<file path="src/pkg/led_pwm_pkg.sv">
// constants and shared helpers for the sixteen-channel led pwm block
// assumes a 20 MHz reference clock and a write-only serial register link

package led_pwm_pkg;

    // ----------------------------------------------------------------
    // register map
    // ----------------------------------------------------------------
    localparam int CHANNELS = 16;
    localparam logic [7:0] CTRL_INDEX = 8'h00;
    localparam logic [7:0] BRIGHT_BASE = 8'h01;
    localparam logic [7:0] REG_COUNT = 8'h11;
    localparam int GLOBAL_MSB = 5;
    localparam int ENABLE_BIT = 6;
    localparam int PHASE_BIT = 7;
    localparam logic [7:0] CTRL_RESET = 8'h00;
    localparam logic [7:0] BRIGHT_RESET = 8'h00;

    // ----------------------------------------------------------------
    // addressing
    // ----------------------------------------------------------------
    localparam logic [7:0] BROADCAST_ADDR = 8'h00;
    localparam logic [5:0] NO_WRITE_ADDR = 6'h3f;

    // ----------------------------------------------------------------
    // pwm timing
    // ----------------------------------------------------------------
    localparam int CLK_HZ = 20_000_000;
    localparam int TICK_HZ = 5_000_000;
    localparam int TICK_DIV = CLK_HZ / TICK_HZ;
    localparam logic [1:0] TICK_LAST = 2'(TICK_DIV - 1);
    localparam int NORMAL_STEP = 16;
    localparam int GROUP_STEP = 42;

    typedef enum logic [2:0] {
        RX_IDLE,
        RX_ADDR,
        RX_REG,
        RX_DATA,
        RX_SKIP
    } rx_state_t;

    // channel to phase group: 0-2, 3-5, 6-7, 8-9, 10-12, 13-15
    function automatic int phase_group(input int ch);
        int g;
        g = 5;
        if (ch < 3) g = 0;
        else if (ch < 6) g = 1;
        else if (ch < 8) g = 2;
        else if (ch < 10) g = 3;
        else if (ch < 13) g = 4;
        return g;
    endfunction : phase_group

endpackage : led_pwm_pkg

</file>
<file path="src/logic/led_pwm_brightness_ctrl.sv">
// sixteen-channel led pwm brightness generator with serial register input
// assumes select_low, serial_clk, serial_data and addr_pins come from
// outside the ref_clk domain; the link clock is sampled, never used as clock

`timescale 1ns/1ps

module led_pwm_brightness_ctrl (
    input wire logic ref_clk,
    input wire logic sys_rst,
    input wire logic select_low,
    input wire logic serial_clk,
    input wire logic serial_data,
    input wire logic [5:0] addr_pins,
    output logic [15:0] sink_outputs,
    output logic [15:0] sink_oe_n
);

    // ----------------------------------------------------------------
    // state
    // ----------------------------------------------------------------
    typedef struct packed {
        logic [1:0] sel_sync;
        logic [1:0] clk_sync;
        logic [1:0] dat_sync;
        logic sel_prev;
        logic clk_prev;
        logic [5:0] addr_s1;
        logic [5:0] addr_s2;
        led_pwm_pkg::rx_state_t rx;
        logic [2:0] bit_cnt;
        logic [7:0] shift;
        logic [7:0] reg_idx;
        logic pend;
        logic [7:0] pend_byte;
        logic [7:0] pend_idx;
        logic [7:0] ctrl;
        logic [15:0][7:0] bright;
        logic [1:0] div;
        logic [7:0] pwm_cnt;
        logic [15:0] sink;
    } state_t;

    state_t q;
    state_t next_q;
    logic [15:0] on_vec;
    logic sel_fall;
    logic sel_rise;
    logic clk_rise;
    logic byte_done;
    logic [7:0] new_byte;
    logic addr_match;
    logic do_write;
    logic [7:0] wbyte;
    logic [7:0] widx;
    logic [3:0] wch;

    // ----------------------------------------------------------------
    // per-channel pwm compare
    // ----------------------------------------------------------------
    // the global window uses the low six bits of the phase-shifted count,
    // so each 64-tick quarter passes (global+1) ticks of the duty window
    for (genvar ch = 0; ch < led_pwm_pkg::CHANNELS; ch++) begin : g_chan
        localparam logic [7:0] OFF_N = 8'(ch * led_pwm_pkg::NORMAL_STEP);
        localparam logic [7:0] OFF_G =
            8'(led_pwm_pkg::phase_group(ch) * led_pwm_pkg::GROUP_STEP);
        logic [7:0] pos;
        assign pos = q.pwm_cnt -
            (q.ctrl[led_pwm_pkg::PHASE_BIT] ? OFF_G : OFF_N);
        assign on_vec[ch] = (pos < q.bright[ch]) &&
            (pos[5:0] <= q.ctrl[led_pwm_pkg::GLOBAL_MSB:0]);
    end

    // ----------------------------------------------------------------
    // next state
    // ----------------------------------------------------------------
    always_comb begin
        next_q = q;
        next_q.sel_sync = {q.sel_sync[0], select_low};
        next_q.clk_sync = {q.clk_sync[0], serial_clk};
        next_q.dat_sync = {q.dat_sync[0], serial_data};
        next_q.sel_prev = q.sel_sync[1];
        next_q.clk_prev = q.clk_sync[1];
        next_q.addr_s1 = addr_pins;
        next_q.addr_s2 = q.addr_s1;

        sel_fall = q.sel_prev && !q.sel_sync[1];
        sel_rise = !q.sel_prev && q.sel_sync[1];
        clk_rise = !q.clk_prev && q.clk_sync[1] && !q.sel_sync[1];
        new_byte = {q.shift[6:0], q.dat_sync[1]};
        byte_done = clk_rise && (q.bit_cnt == 3'h7) &&
            (q.rx != led_pwm_pkg::RX_IDLE) && (q.rx != led_pwm_pkg::RX_SKIP);
        addr_match = (new_byte[7:6] == 2'h0) &&
            (q.addr_s2 != led_pwm_pkg::NO_WRITE_ADDR) &&
            ((new_byte[5:0] == q.addr_s2) ||
             (new_byte == led_pwm_pkg::BROADCAST_ADDR));
        do_write = 1'b0;
        wbyte = q.pend_byte;
        widx = q.pend_idx;

        // a select pulse always restarts the frame, so a short low pulse
        // also serves as the receiver's initialisation
        if (sel_rise) begin
            do_write = q.pend;
            next_q.pend = 1'b0;
            next_q.rx = led_pwm_pkg::RX_IDLE;
        end else if (sel_fall) begin
            next_q.pend = 1'b0;
            next_q.bit_cnt = 3'h0;
            next_q.rx = led_pwm_pkg::RX_ADDR;
        end else if (clk_rise) begin
            next_q.shift = new_byte;
            next_q.bit_cnt = 3'(q.bit_cnt + 3'h1);
            if (byte_done) begin
                case (q.rx)
                    led_pwm_pkg::RX_ADDR: begin
                        next_q.rx = addr_match ? led_pwm_pkg::RX_REG
                                               : led_pwm_pkg::RX_SKIP;
                    end
                    led_pwm_pkg::RX_REG: begin
                        next_q.reg_idx = new_byte;
                        next_q.rx = led_pwm_pkg::RX_DATA;
                    end
                    led_pwm_pkg::RX_DATA: begin
                        // held until the next byte or select release
                        do_write = q.pend;
                        next_q.pend = 1'b1;
                        next_q.pend_byte = new_byte;
                        next_q.pend_idx = q.reg_idx;
                        next_q.reg_idx = 8'(q.reg_idx + 8'h01);
                    end
                    default: begin
                        next_q.rx = led_pwm_pkg::RX_SKIP;
                    end
                endcase
            end
        end

        wch = 4'(widx - led_pwm_pkg::BRIGHT_BASE);
        if (do_write) begin
            if (widx == led_pwm_pkg::CTRL_INDEX) begin
                next_q.ctrl = wbyte;
            end else if (widx < led_pwm_pkg::REG_COUNT) begin
                next_q.bright[wch] = wbyte;
            end
        end

        next_q.div = (q.div == led_pwm_pkg::TICK_LAST) ? 2'h0
                                                        : 2'(q.div + 2'h1);
        if (q.div == led_pwm_pkg::TICK_LAST) begin
            next_q.pwm_cnt = 8'(q.pwm_cnt + 8'h01);
        end
        next_q.sink = q.ctrl[led_pwm_pkg::ENABLE_BIT] ? on_vec : 16'h0000;
    end

    always_ff @(posedge ref_clk) begin
        if (sys_rst) begin
            q <= '0;
            q.sel_sync <= 2'h3;
            q.sel_prev <= 1'b1;
            q.rx <= led_pwm_pkg::RX_IDLE;
            q.ctrl <= led_pwm_pkg::CTRL_RESET;
            q.bright <= {16{led_pwm_pkg::BRIGHT_RESET}};
        end else begin
            q <= next_q;
        end
    end

    // disabled outputs float rather than sink
    assign sink_outputs = q.sink;
    assign sink_oe_n = q.ctrl[led_pwm_pkg::ENABLE_BIT] ? 16'h0000
                                                       : 16'hffff;
endmodule : led_pwm_brightness_ctrl

</file>
<file path="config.mk">
export PLATFORM = sky130hd
export DESIGN_NAME = led_pwm_brightness_ctrl
export DESIGN_NICKNAME = d
export VERILOG_FILES = /design/src/pkg/led_pwm_pkg.sv /design/src/logic/led_pwm_brightness_ctrl.sv
export SDC_FILE = /design/constraint.sdc
export NUM_CORES = 1
export LEC_CHECK = 0
export BUFFER_PORTS_ARGS = -buffer_cell sky130_fd_sc_hd__buf_2
export CAP_MARGIN = 5
export CORE_ASPECT_RATIO = 0.9
export CORE_UTILIZATION = 50
export CTS_BUF_LIST = sky130_fd_sc_hd__clkbuf_4 sky130_fd_sc_hd__clkbuf_8 sky130_fd_sc_hd__clkbuf_16
export CTS_CLUSTER_DIAMETER = 120
export DETAILED_ROUTE_END_ITERATION = 10
export PLACE_DENSITY = 0.7
export SYNTH_ARGS = -nofsm -noshare
export SYNTH_HDL_FRONTEND = slang
export SYNTH_SLANG_ARGS = --single-unit
export TNS_END_PERCENT = 50
</file>
<file path="constraint.sdc">
create_clock -name ref_clk -period 6.53 [get_ports ref_clk]
set_clock_uncertainty 0.1 [all_clocks]
set_input_delay 1.306 -clock ref_clk [delete_from_list [all_inputs] [get_ports ref_clk]]
set_output_delay 1.306 -clock ref_clk [all_outputs]
set_load 0.1 [all_outputs]
</file>
Word level (Yosys, flattened, before mapping)
Index checks and enable logic that the tools add are counted.

word-level totals
  flip-flop bits (word level) = 221
  input port bits = 11

operators by class
  $add $sub $neg = 20
  $lt $le $gt $ge = 35
  equality and inequality tests = 9
  muxes and demuxes = 32
  bitwise logic cells = 5
  reduce and logical (&&, ||, !) cells = 50

operator list
  cell                                                                   count
  128-bit bitwise mux                                                    1
  8-bit < comparator                                                     16
  6-bit <= comparator                                                    16
  8-bit subtractor                                                       8
  37-bit two-way mux                                                     1
  8-bit demux with 4-bit select                                          1
  8-bit by 7-bit subtractor with 8-bit output                            4
  6-bit two-way mux                                                      5
  1-bit logical AND                                                      26
  25-bit two-way mux                                                     1
  8-bit two-way mux                                                      3
  7-bit two-way mux                                                      3
  17-bit two-way mux                                                     1
  8-bit by 1-bit adder with 8-bit output (second input constant)         2
  8-bit zero test                                                        2
  16-bit two-way mux                                                     1
  8-bit case mux with 2 select lines                                     1
  8-bit by 6-bit subtractor with 8-bit output                            2
  5-bit two-way mux                                                      3
  3-bit AND reduction                                                    5
  5-bit AND reduction                                                    2
  3-bit case mux with 3 select lines                                     1
  8-bit by 5-bit < comparator with 1-bit output (second input constant)  1
  4-bit two-way mux                                                      2
  26 further kinds                                                       43

Longest topological paths before layout
  word-level depth = 11
  gate-level depth with buffers = 13
  mapped depth without buffers = 13

Worst setup path after synthesis
No wires, ideal clock.

  path type = flip-flop to flip-flop
  from = register q[161] (netlist bit)
  to = register q (netlist bit sink_outputs[4])
  arrival = 2.972 ns
  required time = 6.315 ns
  slack = 3.343 ns
  stages on the path, launching flop included = 14
  buffers on the path = 1
  cells stage by stage = dfxtp_1 inv_1 ha_1 clkbuf_1 nor2b_1 or3_1 a21oi_1 o21ai_0 xnor2_1 ha_1 and4_1 o21ai_0 o22ai_1 a2111oi_0

on the way
  longest elaborated chain between the ends = 4

ends and longest elaborated chain
  what                                                       line                                                          RTL
  from (decl)                                                led_pwm_brightness_ctrl.sv:43                                 state_t q;
  from (signal assigned)                                     led_pwm_brightness_ctrl.sv:164                                q <= next_q;
  7-bit two-way mux *                                        led_pwm_brightness_ctrl.sv:68                                 (q.ctrl[led_pwm_pkg::PHASE_BIT] ? OFF_G : OFF_N);
  8-bit by 7-bit subtractor with 8-bit output *              led_pwm_brightness_ctrl.sv:67                                 assign pos = q.pwm_cnt -
  8-bit < comparator or 6-bit <= comparator (tied branches)  led_pwm_brightness_ctrl.sv:69, led_pwm_brightness_ctrl.sv:70
  1-bit logical AND *                                        led_pwm_brightness_ctrl.sv:69                                 assign on_vec[ch] = (pos < q.bright[ch]) &&

Mark *: on every way between the ends. The rest lies on a longest branch, timed or not.
A chain may end at the register's enable or synchronous reset.

Final worst setup path
  from = register q[21] (netlist bit)
  to = register q (netlist bit sink_outputs[4])

on the way
  longest elaborated chain between the ends = 3

ends and longest elaborated chain
  what                                                       line
  8-bit by 7-bit subtractor with 8-bit output *              led_pwm_brightness_ctrl.sv:67
  8-bit < comparator or 6-bit <= comparator (tied branches)  led_pwm_brightness_ctrl.sv:69, led_pwm_brightness_ctrl.sv:70
  1-bit logical AND *                                        led_pwm_brightness_ctrl.sv:69

Marks and branches as above.

==> metrics.md <==
| Metric | Value |
|---|---|
| FMAX | `239.6 MHz` |
| Chip Width | `175.5 um` |
| Ant diodes | `0` |
| Most frequent cell after synthesis | `dfxtp_1` |
| Nets | `1720` |
| Fin. max-slew vios | `0` |
| Post-synth EDFFs | `0` |
| Cell taking the most area after synthesis | `dfxtp_1` |
| CTS resizes | `0` |
| Routed len/inst | `17.66 um` |
| Period minus WS final | `4.174 ns` |
| Crit path DAT | `4.48 ns` |
| Critical path peak fanout | `23` |
| Fraction of synthesized area in multiplexers | `0.09462` |
| Crit Path Category | `reg2reg` |
| H-tree level count | `1` |
| DRT Wirelength | `33520 um` |
| First-pass GRT wire length | `53810 um` |
| Die height | `158.1 um` |
| Via count | `10647` |
| Final period util | `0.6391` |
| Total gr overflow | `0` |
| Post-route ant nets | `0` |
| Min-delay worst type | `reg2reg` |
| Status | `finished, final reports clean` |
| Number of global-route vias before repair | `10226` |
| Cells after Synth | `1561` |
| Initial Utilization | `0.5140` |
| Worst R2R Setup Slack | `2.36 ns` |
| Pre-antenna DRT Iters | `5` |
| Flops & latches, synth | `220` |
| Drt via density | `5.610` |
| Hold_buf cts | `0` |
| Worst-skew pair later-pin latency | `0.54 ns` |
| Post-synth top area share | `0.3253` |
| RSZ-0062 raised after global routing | `false` |
| Post-CTS Setup Bufs | `0` |
| Critical path launch point type | `register` |
| Req. time, crit path | `6.84 ns` |
| Synth cell types | `65` |
| Hold Fails Final Rpt | `0` |
| Largest family of logic cells by synthesized area | `adder cells` |
| CTS tree | `yes` |
| Initial antenna violation count | `0` |
| Asr flop ratio synth | `0` |
| Final setup viols | `0` |
| Post-synthesis simple-gate area fraction | `0.1636` |
| Compound-cell area share of the yosys netlist | `0.1305` |
| GRT Util Overall | `0.2445` |
| Die area | `27740 um^2` |
| Worst setup EP type | `register` |
| Slew margin rel. | `0.1902` |
| GP Congestion | `0.9578` |
| Ranking of synthesized cells by area | `dfxtp_1, ha_1, mux2i_1, nor2_1, inv_1` |
| Sequential area share after synthesis | `0.3253` |
| Worst vdd ir | `197.8 uV` |
| Fillers | `2403` |
| CTS Buf Count | `24` |
| Hold path depth | `1` |
| MaxCap Viol Count | `0` |
| Number of synthesis warnings | `0` |
| Clock Tree Buf Depth | `3` |
| Starting DRC count in detailed routing | `752` |
| Layout area overhead | `7.577%` |
| Worst setup margin | `2.356 ns` |
| Leak Pwr | `0.005842 uW` |
| Core Rows | `56` |
| Worst Reg2Reg Path Length in Cells | `11` |
| Clk sinks | `220` |
| Pin count of the biggest net entering global routing | `113` |
| Core Region | `26350 um^2` |
| Share of post-route cells with drive strength above 1 | `0.07419` |
| Top cells by count, synth | `dfxtp_1, nor2_1, ha_1` |
| Syn Area/Cell | `8.674 um^2` |
| Pwr Density | `196.4 nW/um^2` |
| # IOs | `43` |
| Setup TNS | `0 ns` |
| Power Total | `2861 uW` |
| I/O Buffers | `42` |
| Area share of fa/ha/maj cells after synthesis | `0.1661` |
| Post-Synth XOR/XNOR Area | `0.04075` |
| Synth Net Count | `1749` |
| Post-Place Setup Slack | `2.499 ns` |
| Slew @ Worst Pin | `1.213 ns` |
| Post-Syn Area | `13540 um^2` |
| HPWL after DPL | `23220 um` |
| Residual DRC count | `0` |
| Clk root buf | `clkbuf_16` |
| Primary FF master, synth | `dfxtp_1` |
| Clk slew on worst S/H paths | `0.07 ns` |
-- cell usage in the layout, fill, tap and decap left out, types with 17 or more instances in the layout --
cell type  Yosys  final
dfxtp_1      220    220
nor2_1       179    179
ha_1         175    175
inv_1        141    141
mux2i_1      128    128
nand2_1      100    100
a21oi_1       90     90
xnor2_1       47     47
o21ai_0       45     45
buf_2          4     41
a21o_1        33     33
nor2b_1       28     28
a211oi_1      24     24
clkbuf_16      0     24
nand2b_1      22     22
nand3_1       17     17
nor3_1        17     17
-- final timing paths --
check | start | endpoint
setup / recovery | q[21] | sink_outputs[4]
hold / removal | next_q[220] | next_q[214]
setup reg to reg | q[21] | sink_outputs[4]
hold reg to reg | next_q[220] | next_q[214]
-- power by group --
part / switching (uW) / internal, uW
sequential: 4.18 / 1350
clock: 574 / 870
combinational: 42.7 / 19.4
-- worst max-delay path: stages (launching register included) --
cell,delay [ns]
dfxtp_1,0.69
inv_2,0.24
ha_1,0.96
clkinv_1,0.49
a21oi_1,0.23
o21ai_0,0.12
xnor2_1,0.16
ha_1,0.33
and4_1,0.15
o21ai_0,0.08
o22ai_1,0.09
a2111oi_0,0.40
-- through the flow --
step                      instance area [um^2]  std cells  hold slack, ns  utilization
after floorplan                          13540       1561          0.2895            -
after CTS                                14570       1898          0.3180       0.5529
after detailed placement                 13720       1854          0.3038       0.5207
final                                    14570       1898          0.3141       0.5529
after global routing                     14570       1898          0.3261       0.5529
after global placement                   13720       1854          0.2953       0.5207
-- cells by family after synthesis --
group / Yosys count
AOI/OAI and AO/OA: 275
and+or+nand+nor: 446
DFF: 220
adders and majority gates: 179
xor gates and xnor gates: 63
muxes: 128
buffers and inverters: 250
-- sequential cells by signal (all words and copies together), names as in the netlist --
| signal | flops |
|---|---|
| new_byte | 8 |
| widx | 8 |
| q | 169 |
| wbyte | 8 |
| sink_outputs | 16 |
| next_q | 11 |
-- layout make-up --
class / count / area, um^2 / area share
sequential: 220 / 4404 / 0.3024
multi-input combinational: 1091 / 8065 / 0.5537
timing repair buffer: 48 / 261.5 / 0.01795
tap: 348 / 435.4 / 0.02989
clock buffer: 33 / 699.4 / 0.04802
inverter: 147 / 551.8 / 0.03788
clock inverter: 11 / 148.9 / 0.01022
-- routing by layer --
metal  part of all wire  track usage
met1               0.48       0.3368
met2               0.44       0.3944
met3              0.050      0.03074
met4              0.030      0.08240
met5                  0            0
(Power assumes the default switching activity.)
